**src/design/panel_cfg.svh**
```systemverilog
// Offsets, field positions, reset values and timing counts for the panel.
// Assumes a 100 MHz system clock and a 32-bit AXI4-Lite register port.
`ifndef PANEL_CFG_SVH
`define PANEL_CFG_SVH

// ----------------------------------------------------------------------
// Register byte addresses
// ----------------------------------------------------------------------
`define OFS_CTRL 8'h00
`define OFS_CODE 8'h04
`define OFS_STATUS 8'h08
`define OFS_SEARCH 8'h0C
`define OFS_ELEM_IDX 8'h10
`define OFS_ELEM_DATA 8'h14

// ----------------------------------------------------------------------
// Control register fields (write-one pulses plus loop select)
// ----------------------------------------------------------------------
`define CTRL_SEARCH_BIT 0
`define CTRL_RELOCK_BIT 1
`define CTRL_LOOP_LSB 4

// ----------------------------------------------------------------------
// Reset values and code entry
// ----------------------------------------------------------------------
`define CODE_RST 8'h1B
`define CODE_DIGITS 3'h4

// ----------------------------------------------------------------------
// Timing
// ----------------------------------------------------------------------
`define CLK_MHZ 100
`define BUZZ_HALF_MS 250
`define BUZZ_HALF_CYC (`BUZZ_HALF_MS * 1000 * `CLK_MHZ)

`endif

```
**src/design/panel_pkg.sv**
```systemverilog
// Types shared by the front-panel supervisor and its element table.
// Assumes nothing beyond a SystemVerilog compiler.
package panel_pkg;

  // ----------------------------------------------------------------------
  // Keypad, one bit per key
  // ----------------------------------------------------------------------
  typedef struct packed {
    logic buzz_stop;
    logic enter;
    logic up;
    logic down;
    logic left;
    logic right;
    logic evac;
    logic silence;
    logic reset;
  } keys_t;

  typedef enum logic [1:0] {LOCKED, CODE_ENTRY, UNLOCKED} lock_state_t;
  typedef enum logic [1:0] {INC_ALARM, INC_ACT, INC_FAULT} inc_t;

  // One discovered loop element
  typedef struct packed {
    logic [1:0] loop;
    logic [3:0] etype;
    logic [7:0] prog;
  } elem_entry_t;

endpackage : panel_pkg

```
**src/design/elem_table.sv**
```systemverilog
// Element table: one entry per element found by a loop search.
// Assumes one writer and one reader on the same clock; read data registered.
`timescale 1ns/1ns
module elem_table
  import panel_pkg::*;
#(
  parameter int DEPTH = 64,
  parameter int AW = 6
) (
  input wire logic aclk, // System clock
  input wire logic we, // Write strobe
  input wire logic [AW-1:0] waddr, // Write index
  input wire elem_entry_t wdata, // Entry to store
  input wire logic [AW-1:0] raddr, // Read index
  output elem_entry_t rdata_r // Registered read entry
);

  elem_entry_t mem [DEPTH];

  // ----------------------------------------------------------------------
  // Storage and registered read
  // ----------------------------------------------------------------------
  // No reset on the array; a read of an unwritten entry returns whatever the array holds
  always_ff @(posedge aclk) begin
    if (we) begin
      mem[waddr] <= wdata;
    end
    rdata_r <= mem[raddr];
  end

endmodule : elem_table

```
**src/design/panel_supervisor.sv**
```systemverilog
// Front-panel supervisor: buzzer, keypad lock, incident display, evacuation,
// silence, event reset and loop element search, with AXI4-Lite registers.
// Assumes keys and incident lines come from pins; the loop transceiver
// driving the element report port runs on aclk.
//
// Decided for this implementation: the AXI4-Lite register port and the register addresses.
`timescale 1ns/1ns
`include "panel_cfg.svh"

module panel_supervisor
  import panel_pkg::*;
#(
  parameter int BUZZ_HALF = `BUZZ_HALF_CYC,
  parameter int DEPTH = 64,
  parameter int AW = 6
) (
  input wire logic aclk, // System clock
  input wire logic aresetn, // Synchronous reset, active low
  // AXI4-Lite slave
  input wire logic [7:0] awaddr, // Write address
  input wire logic awvalid, // Write address valid
  output logic awready_r, // Write address ready
  input wire logic [31:0] wdata, // Write data
  input wire logic [3:0] wstrb, // Write strobes
  input wire logic wvalid, // Write data valid
  output logic wready_r, // Write data ready
  output logic [1:0] bresp_r, // Write response
  output logic bvalid_r, // Write response valid
  input wire logic bready, // Write response ready
  input wire logic [7:0] araddr, // Read address
  input wire logic arvalid, // Read address valid
  output logic arready_r, // Read address ready
  output logic [31:0] rdata_r, // Read data
  output logic [1:0] rresp_r, // Read response
  output logic rvalid_r, // Read data valid
  input wire logic rready, // Read data ready
  // Front panel
  input wire keys_t keys, // Key pins, high while pressed
  output logic buzzer_r, // Buzzer drive
  output logic evac_led_r, // Evacuation lamp
  output logic silence_led_r, // Silence lamp
  output logic code_prompt_r, // Code prompt on screen
  output logic [1:0] disp_r, // Incident type shown
  // Field side
  input wire logic alarm_in, // Fire alarm present (pin)
  input wire logic act_in, // Relay actuated (pin)
  input wire logic fault_in, // Fault present (pin)
  output logic sirens_r, // All siren outputs
  output logic switches_r, // All switch outputs
  output logic search_req_r, // Search running on loop
  output logic [1:0] search_loop_r, // Loop being searched
  input wire logic elem_valid, // Element report strobe
  input wire logic [3:0] elem_type, // Reported element type
  input wire logic [7:0] elem_prog, // Reported programming number
  input wire logic search_done // End of search strobe
);

  // ----------------------------------------------------------------------
  // Pin synchronisers
  // ----------------------------------------------------------------------
  keys_t keys_m_r, keys_s_r, keys_d_r;
  logic [2:0] inc_m_r, inc_s_r, inc_d_r;

  // Two flops before any logic sees a pin
  always_ff @(posedge aclk) begin
    if (!aresetn) begin
      keys_m_r <= '0;
      keys_s_r <= '0;
      inc_m_r <= 3'h0;
      inc_s_r <= 3'h0;
    end else begin
      keys_m_r <= keys;
      keys_s_r <= keys_m_r;
      inc_m_r <= {fault_in, act_in, alarm_in};
      inc_s_r <= inc_m_r;
    end
  end

  // Delayed copies for edge detection, taken from the second stage only
  always_ff @(posedge aclk) begin
    if (!aresetn) begin
      keys_d_r <= '0;
      inc_d_r <= 3'h0;
    end else begin
      keys_d_r <= keys_s_r;
      inc_d_r <= inc_s_r;
    end
  end

  keys_t press;
  logic [2:0] inc_rise;
  logic other_key;
  logic dir_key;
  logic [1:0] dir_val;
  assign press = keys_s_r & ~keys_d_r;
  assign inc_rise = inc_s_r & ~inc_d_r;
  assign other_key = press.enter | press.up | press.down | press.left |
                     press.right | press.evac | press.silence | press.reset;
  assign dir_key = press.up | press.down | press.left | press.right;
  // Digit value per direction key
  assign dir_val = press.up ? 2'h0 : press.down ? 2'h1 :
                   press.left ? 2'h2 : 2'h3;

  // ----------------------------------------------------------------------
  // Register bus state
  // ----------------------------------------------------------------------
  logic [7:0] aw_addr_r;
  logic [31:0] w_data_r;
  logic [3:0] w_strb_r;
  logic aw_have_r, w_have_r;
  logic wr_go;
  logic [7:0] code_r;
  logic [AW-1:0] elem_idx_r;
  logic search_pulse, relock_pulse;
  logic [1:0] loop_sel;
  assign wr_go = aw_have_r & w_have_r & ~bvalid_r;
  assign search_pulse = wr_go && aw_addr_r == `OFS_CTRL && w_strb_r[0] &&
                        w_data_r[`CTRL_SEARCH_BIT];
  assign relock_pulse = wr_go && aw_addr_r == `OFS_CTRL && w_strb_r[0] &&
                        w_data_r[`CTRL_RELOCK_BIT];
  assign loop_sel = w_data_r[`CTRL_LOOP_LSB +: 2];

  // Address and data taken in either order, held until the write is done
  always_ff @(posedge aclk) begin
    if (!aresetn) begin
      awready_r <= 1'b1;
      wready_r <= 1'b1;
      aw_have_r <= 1'b0;
      w_have_r <= 1'b0;
      aw_addr_r <= 8'h00;
      w_data_r <= 32'h0000_0000;
      w_strb_r <= 4'h0;
      bvalid_r <= 1'b0;
      bresp_r <= 2'h0;
    end else begin
      if (awvalid && awready_r) begin
        aw_addr_r <= awaddr;
        aw_have_r <= 1'b1;
        awready_r <= 1'b0;
      end
      if (wvalid && wready_r) begin
        w_data_r <= wdata;
        w_strb_r <= wstrb;
        w_have_r <= 1'b1;
        wready_r <= 1'b0;
      end
      if (wr_go) begin
        bvalid_r <= 1'b1;
        // Unmapped or read-only address answers SLVERR
        bresp_r <= (aw_addr_r == `OFS_CTRL || aw_addr_r == `OFS_CODE ||
                    aw_addr_r == `OFS_ELEM_IDX) ? 2'h0 : 2'h2;
        aw_have_r <= 1'b0;
        w_have_r <= 1'b0;
      end
      if (bvalid_r && bready) begin
        bvalid_r <= 1'b0;
        awready_r <= 1'b1;
        wready_r <= 1'b1;
      end
    end
  end

  // Writable configuration: access code and table read index
  always_ff @(posedge aclk) begin
    if (!aresetn) begin
      code_r <= `CODE_RST;
      elem_idx_r <= '0;
    end else if (wr_go && w_strb_r[0]) begin
      if (aw_addr_r == `OFS_CODE) begin
        code_r <= w_data_r[7:0];
      end
      if (aw_addr_r == `OFS_ELEM_IDX) begin
        elem_idx_r <= w_data_r[AW-1:0];
      end
    end
  end

  // ----------------------------------------------------------------------
  // Keypad lock and code entry
  // ----------------------------------------------------------------------
  lock_state_t lock_r;
  logic [7:0] entry_r;
  logic [2:0] digits_r;
  logic [7:0] entry_nxt;
  logic unlocked;
  assign unlocked = lock_r == UNLOCKED;
  assign entry_nxt = {entry_r[5:0], dir_val};

  always_ff @(posedge aclk) begin
    if (!aresetn) begin
      lock_r <= LOCKED;
      entry_r <= 8'h00;
      digits_r <= 3'h0;
    end else if (relock_pulse) begin
      lock_r <= LOCKED;
    end else begin
      case (lock_r)
        LOCKED: begin
          if (other_key) begin
            lock_r <= CODE_ENTRY;
            entry_r <= 8'h00;
            digits_r <= 3'h0;
          end
        end
        CODE_ENTRY: begin
          if (dir_key) begin
            entry_r <= entry_nxt;
            digits_r <= digits_r + 3'h1;
            if (digits_r + 3'h1 == `CODE_DIGITS) begin
              // Wrong code drops back with nothing performed
              lock_r <= (entry_nxt == code_r) ? UNLOCKED : LOCKED;
            end
          end
        end
        UNLOCKED: lock_r <= UNLOCKED;
        default: lock_r <= LOCKED;
      endcase
    end
  end

  // ----------------------------------------------------------------------
  // Incident latches and event reset
  // ----------------------------------------------------------------------
  logic [2:0] inc_r;
  logic reset_pend_r;
  logic confirm;
  logic [2:0] clr_mask;
  // Function keys other than buzzer stop act only with the keypad unlocked
  assign confirm = unlocked & reset_pend_r & press.enter;
  assign clr_mask = confirm ? (3'h1 << disp_r) : 3'h0;

  // Set wins over clear, so a standing fault reports again at once
  always_ff @(posedge aclk) begin
    if (!aresetn) begin
      inc_r <= 3'h0;
    end else begin
      inc_r <= (inc_r & ~clr_mask) | inc_s_r;
    end
  end

  // Reset key arms the clear of the shown event; ENTER confirms it
  always_ff @(posedge aclk) begin
    if (!aresetn) begin
      reset_pend_r <= 1'b0;
    end else if (!unlocked || confirm) begin
      reset_pend_r <= 1'b0;
    end else if (press.reset) begin
      reset_pend_r <= 1'b1;
    end
  end

  // ----------------------------------------------------------------------
  // Incident display selection
  // ----------------------------------------------------------------------
  logic [1:0] disp_nxt;
  always_comb begin
    disp_nxt = disp_r;
    case (disp_r)
      INC_ALARM: disp_nxt = inc_r[INC_ACT] ? INC_ACT :
                            inc_r[INC_FAULT] ? INC_FAULT : INC_ALARM;
      INC_ACT: disp_nxt = inc_r[INC_FAULT] ? INC_FAULT :
                          inc_r[INC_ALARM] ? INC_ALARM : INC_ACT;
      INC_FAULT: disp_nxt = inc_r[INC_ALARM] ? INC_ALARM :
                            inc_r[INC_ACT] ? INC_ACT : INC_FAULT;
      default: disp_nxt = INC_ALARM;
    endcase
  end

  // ENTER steps the view unless it is confirming a reset
  always_ff @(posedge aclk) begin
    if (!aresetn) begin
      disp_r <= INC_ALARM;
    end else if (unlocked && press.enter && !reset_pend_r) begin
      disp_r <= disp_nxt;
    end
  end

  // ----------------------------------------------------------------------
  // Buzzer
  // ----------------------------------------------------------------------
  logic buzz_on_r;
  logic buzz_phase_r;
  logic [31:0] buzz_cnt_r;

  // New incident rearms even after a stop; stop clears no latch
  always_ff @(posedge aclk) begin
    if (!aresetn) begin
      buzz_on_r <= 1'b0;
    end else if (|inc_rise) begin
      buzz_on_r <= 1'b1;
    end else if (press.buzz_stop) begin
      buzz_on_r <= 1'b0;
    end
  end

  // Intermittent pattern, free running so the cadence stays even
  always_ff @(posedge aclk) begin
    if (!aresetn) begin
      buzz_cnt_r <= 32'h0000_0000;
      buzz_phase_r <= 1'b0;
    end else if (buzz_cnt_r == 32'(BUZZ_HALF - 1)) begin
      buzz_cnt_r <= 32'h0000_0000;
      buzz_phase_r <= ~buzz_phase_r;
    end else begin
      buzz_cnt_r <= buzz_cnt_r + 32'h0000_0001;
    end
  end

  always_ff @(posedge aclk) begin
    if (!aresetn) begin
      buzzer_r <= 1'b0;
    end else begin
      buzzer_r <= buzz_on_r & ~buzz_phase_r;
    end
  end

  // ----------------------------------------------------------------------
  // Evacuation and silence
  // ----------------------------------------------------------------------
  logic evac_r;
  logic silence_r;

  // Evacuation holds until an event reset is confirmed
  always_ff @(posedge aclk) begin
    if (!aresetn) begin
      evac_r <= 1'b0;
    end else if (unlocked && press.evac) begin
      evac_r <= 1'b1;
    end else if (confirm) begin
      evac_r <= 1'b0;
    end
  end

  // Silence key toggles; the lamp is the state itself
  always_ff @(posedge aclk) begin
    if (!aresetn) begin
      silence_r <= 1'b0;
    end else if (unlocked && press.silence) begin
      silence_r <= ~silence_r;
    end
  end

  // Sirens follow evacuation or an alarm, but never while silenced
  always_ff @(posedge aclk) begin
    if (!aresetn) begin
      sirens_r <= 1'b0;
      switches_r <= 1'b0;
      evac_led_r <= 1'b0;
      silence_led_r <= 1'b0;
      code_prompt_r <= 1'b0;
    end else begin
      sirens_r <= (evac_r | inc_r[INC_ALARM]) & ~silence_r;
      switches_r <= evac_r;
      evac_led_r <= evac_r;
      silence_led_r <= silence_r;
      code_prompt_r <= lock_r == CODE_ENTRY;
    end
  end

  // ----------------------------------------------------------------------
  // Loop element search
  // ----------------------------------------------------------------------
  logic [AW:0] found_r;
  logic tbl_we;
  elem_entry_t tbl_wdata, tbl_rdata;
  // Full table drops further reports rather than wrapping
  assign tbl_we = search_req_r & elem_valid & ~found_r[AW];
  assign tbl_wdata = '{loop: search_loop_r, etype: elem_type,
                       prog: elem_prog};

  always_ff @(posedge aclk) begin
    if (!aresetn) begin
      search_req_r <= 1'b0;
      search_loop_r <= 2'h0;
      found_r <= '0;
    end else if (search_pulse && !search_req_r) begin
      search_req_r <= 1'b1;
      search_loop_r <= loop_sel;
      found_r <= '0;
    end else if (search_req_r) begin
      if (tbl_we) begin
        found_r <= found_r + 1'b1;
      end
      if (search_done) begin
        search_req_r <= 1'b0;
      end
    end
  end

  // Each entry keeps its element's own number and the searched loop
  elem_table #(.DEPTH(DEPTH), .AW(AW)) u_table (
    .aclk(aclk),
    .we(tbl_we),
    .waddr(found_r[AW-1:0]),
    .wdata(tbl_wdata),
    .raddr(elem_idx_r),
    .rdata_r(tbl_rdata)
  );

  // ----------------------------------------------------------------------
  // Register read path
  // ----------------------------------------------------------------------
  logic [31:0] rd_val;
  logic rd_ok;
  always_comb begin
    rd_val = 32'h0000_0000;
    rd_ok = 1'b1;
    case (araddr)
      `OFS_CTRL: rd_val = {26'h0, search_loop_r, 4'h0};
      `OFS_CODE: rd_val = {24'h0, code_r};
      `OFS_STATUS: rd_val = {20'h0, reset_pend_r, silence_r, evac_r,
                             buzz_on_r, disp_r, inc_r, 1'b0, lock_r};
      `OFS_SEARCH: rd_val = {{(24 - AW - 1){1'b0}}, found_r, 7'h0,
                             search_req_r};
      `OFS_ELEM_IDX: rd_val = {{(32 - AW){1'b0}}, elem_idx_r};
      `OFS_ELEM_DATA: rd_val = {18'h0, tbl_rdata};
      default: rd_ok = 1'b0;
    endcase
  end

  always_ff @(posedge aclk) begin
    if (!aresetn) begin
      arready_r <= 1'b1;
      rvalid_r <= 1'b0;
      rdata_r <= 32'h0000_0000;
      rresp_r <= 2'h0;
    end else if (arvalid && arready_r) begin
      arready_r <= 1'b0;
      rvalid_r <= 1'b1;
      rdata_r <= rd_val;
      rresp_r <= rd_ok ? 2'h0 : 2'h2;
    end else if (rvalid_r && rready) begin
      rvalid_r <= 1'b0;
      arready_r <= 1'b1;
    end
  end

endmodule : panel_supervisor

```
**config.mk**
```make
export PLATFORM = sky130hd
export DESIGN_NAME = panel_supervisor
export DESIGN_NICKNAME = d
export VERILOG_FILES = /design/src/design/panel_pkg.sv /design/src/design/elem_table.sv /design/src/design/panel_supervisor.sv
export VERILOG_INCLUDE_DIRS = /design/src /design/src/design
export SDC_FILE = /design/constraint.sdc
export NUM_CORES = 1
export LEC_CHECK = 0
export BUFFER_PORTS_ARGS = -buffer_cell sky130_fd_sc_hd__buf_2
export CAP_MARGIN = 15
export CORE_AREA = 2 2 300 302
export CTS_CLUSTER_SIZE = 28
export DETAILED_ROUTE_END_ITERATION = 10
export DIE_AREA = 0 0 302 304
export GPL_TIMING_DRIVEN = 0
export SETUP_SLACK_MARGIN = 0.5
export SLEW_MARGIN = 20
export SYNTH_ARGS = -nofsm -noshare
export SYNTH_HDL_FRONTEND = slang
export SYNTH_SLANG_ARGS = --single-unit
```
**constraint.sdc**
```tcl
create_clock -name aclk -period 2.94 [get_ports aclk]
set_input_delay 0.147 -clock aclk [delete_from_list [all_inputs] [get_ports aclk]]
set_output_delay 0.147 -clock aclk [all_outputs]
set_load 0.03 [all_outputs]
```
==> impl_metrics.ini <==
[cells_and_area]
synthToLayoutAreaGrowth_pct = 20.2
nNetsFinal = 2679
drive_gt1_share_pct = 31.0
fin_cells = 3854

[placed_design]
dp.cells = 3574
port_buffers = 89
place_congestion = 0.893
hpwl_mm = 69.8

[timing]
tightestPinTransition_ns = 0.901
fmax_mhz = 412
skew_ns = 0.0302
slew_violations = 0
fin_crit_ns = 2.43
rsz0062_at_grt = true
max_slew_margin_pct = 39.4
finalHoldViolCount = 0
setup_tns_ns = 0
setup_violations = 0
fin_crit_sh_pct = 82.6

[die]
core_sq_mm = 0.0890
boundaryPins = 137
dieArea_sq_mm = 0.0918
die_x_um = 302
rows = 110
fp.dieH_um = 304
start_util_pct = 46.4

[critical_path]
rr_endpoint = u_table.mem[27][2]$_DFFE_PP_
cp_slowest_cell = nor2_4
r2r_slack_ns = 0.51
cp_cell_sequence = and4b_1 -> nand2_2 -> nor2_4 -> buf_8
setup.worst_path.start = search_req_r$_SDFF_PN0_
crit_path_start_kind = register
reg2regPathDepth = 4
worst-path-max-fanout = 8
path_class = reg -> reg
crit_path_max_incr_delay_ns = 0.51
worstPathArrival_ns = 2.79
worst_ep_required_time_ns = 3.31
end_kind = register
crit-reg2reg-launch = search_req_r$_SDFF_PN0_

[synth]
yosysUniqueCellTypes = 68
synth_edf_count = 896
synth_xor_area_share_pct = 0.890
synth_mux_area_share_pct = 14.1
yosysTopAreaCellShare_pct = 65.1
syn_inst = 2239
synth-seq-area-share_pct = 73.5
yosysMostFrequentCell = edfxtp_1
synth_common_cells = edfxtp_1 (896), mux4_2 (235), dfxtp_1 (173), nor2_1 (135), nand2_1 (85)
synth_fa_ha_area_share_pct = 0.121
synthSimpleGateAreaFrac_pct = 5.55
synthArstFlopShare_pct = 0
ys.flop_type = edfxtp_1
yosys_warnings = 0
syn_area_per_cell_sq_um = 18.5
netlist_top_cells_area = edfxtp_1 (65%), mux4_2 (13%), dfxtp_1 (8.4%)
synth_compound_area_share_pct = 3.88
syn_area_sq_mm = 0.0413
yosysTopAreaCell = edfxtp_1
synth-seq-cells = 1069
synth_top_family_by_area = multiplexers

[cts]
cts_root_buf = clkbuf_16
cts_tree = done
cts.htree.levels = 3
clk_latency_ns = 0.68
clk_pin_slew_ns = 0.06
numCtsBuffers = 108
clock_sinks = 1069
clk_path_buf_depth = 3

[power]
switchingPower_uw = 6150
p_int_uw = 24600
seqPwrFrac_pct = 53.6
p_per_area_mw_per_mm2 = 618
pwr-share-clk_pct = 44.5
p_leak_uw = 0.0158
swShare_pct = 20.0
combPwrFrac_pct = 1.9
ir_worst_vdd_mv = 0.526

[global_route]
grt_usage_pct = 23.0
antenna_found_initial = 4
grt_max_degree = 68
overflow = 0
grt_pass1_vias = 22900
grt_pass1_wl_mm = 154

[status]
outcome = finished, final reports clean

[detailed_routing]
drc_errors = 0
avgRoutedWirePerCell_um = 27.4
dr.pass1.iters = 7
first_iter_violations = 2694
viasPerCell = 5.85
vias = 22500
final_antenna_net_count = 0
wl_mm = 105

[worst_hold_path]
holdPathStages = 1
hold_path_end = u_table.mem[20][6]$_DFFE_PP_
holdCritStartpoint = elem_prog[6]
hold_class = in -> reg

[flow_run]
max-cap-violations = 0
[worst max-delay path, delay by kind of cell (launching register included)]
kind	cells	cell delay, ns
DFF	1	0.50
and+or+nand+nor	3	1.41
buffers and inverters	1	0.20
[kinds of logic (layout without fill, tap and decap cells)]
group           Yosys count  count (layout)
mux                     287             287
simple gates            447             447
flops                  1069            1069
buf+inv                 154             574
xor+xnor                 42              42
compound gates          235             235
other cells               1              20
fa+ha+maj                 4               4
[worst max path at each step]
stage / end / slack (ns)
floorplan: u_table.mem[62][0]$_DFFE_PP_ / 0.55
global placement: u_table.mem[22][2]$_DFFE_PP_ / -0.70
detailed placement: u_table.rdata_r[6]$_DFF_P_ / -0.55
CTS: u_table.mem[9][3]$_DFFE_PP_ / 0.29
global route: u_table.mem[27][2]$_DFFE_PP_ / 0.47
finish: u_table.mem[27][2]$_DFFE_PP_ / 0.51
[registers in the layout, indices dropped and copies added, names as in the netlist, 6 cells and up]
register         count
keys_s_r             9
u_table.mem        896
keys_d_r             9
w_data_r             8
aw_addr_r            8
rdata_r             15
elem_idx_r           6
buzz_cnt_r          32
u_table.rdata_r     14
entry_r              6
found_r              7
keys_m_r             9
code_r               8
[cell type report]
| class | count | area (sq um) |
|---|---|---|
| flip-flops and latches | 1069 | 30400 |
| diodes | 1 | 2.50 |
| inverters | 20 | 75.1 |
| repair buffers | 223 | 2010 |
| multi-input cells | 1034 | 11100 |
| well taps | 1176 | 1470 |
| plain buffers | 134 | 1180 |
| clock buffers | 130 | 2870 |
| fillers | 6765 | 39300 |
| clock inverters | 67 | 648 |
[metal layers]
metal | GRT usage, % | share of wire [%]
met1 | 32.8 | 42
met2 | 35.9 | 47
met3 | 3.91 | 7.2
met4 | 8.42 | 3.5
met5 | 0 | 0
[timing repair]
action | 4_1_cts | 5_1_grt
setup buffers | 5 | 28
resized for setup | 209 | 93
hold endpoints to repair | 62 | 0
cloned | 0 | 1
endpoints found under the setup margin | 723 | 570
hold buffers | 48 | 0
pin swaps | 4 | 15
[layout by cell type, fill, tap and decap left out, types with 19 or more instances in the layout]
cell / n
buf_6: 38
o21ai_1: 26
nand2_1: 70
a21oi_1: 38
nand4_1: 20
clkbuf_16: 111
buf_2: 83
edfxtp_1: 896
xnor2_1: 22
dfxtp_1: 169
nor2_1: 67
clkinv_2: 20
nor2_4: 53
mux4_2: 235
clkbuf_1: 48
buf_4: 70
dlygate4sd3_1: 48
buf_8: 29
buf_12: 21
conb_1: 19
nand3_1: 22
a21boi_0: 22
clkinv_1: 26
and2_1: 48
mux2i_1: 33
inv_1: 20
nor2b_1: 39
xor2_1: 20
o221ai_1: 20
[through the flow]
stage / worst slack (ns) / instance area [sq um] / total power, uW / hold WS (ns) / util (%)
after floorplan: 0.549 / 41400 / 17000 / 0.246 / -
after global placement: -0.698 / 43300 / 17300 / 0.360 / 48.7
after detailed placement: -0.553 / 44200 / 17300 / 0.360 / 49.6
after CTS: 0.295 / 49100 / 30900 / 0.00558 / 55.1
after global routing: 0.474 / 49700 / 31600 / 0.0387 / 55.8
final: 0.513 / 49700 / 30700 / 0.0255 / 55.8
[power groups by stage]
stage               Sequential, uW  Clock (uW)  Combinational (uW)
floorplan                    16800           0                 224
global placement             16800           0                 511
detailed placement           16800           0                 540
CTS                          16500       13900                 591
global route                 16500       14400                 651
finish                       16500       13700                 598
No activity file was read; power rests on OpenSTA's default activity.
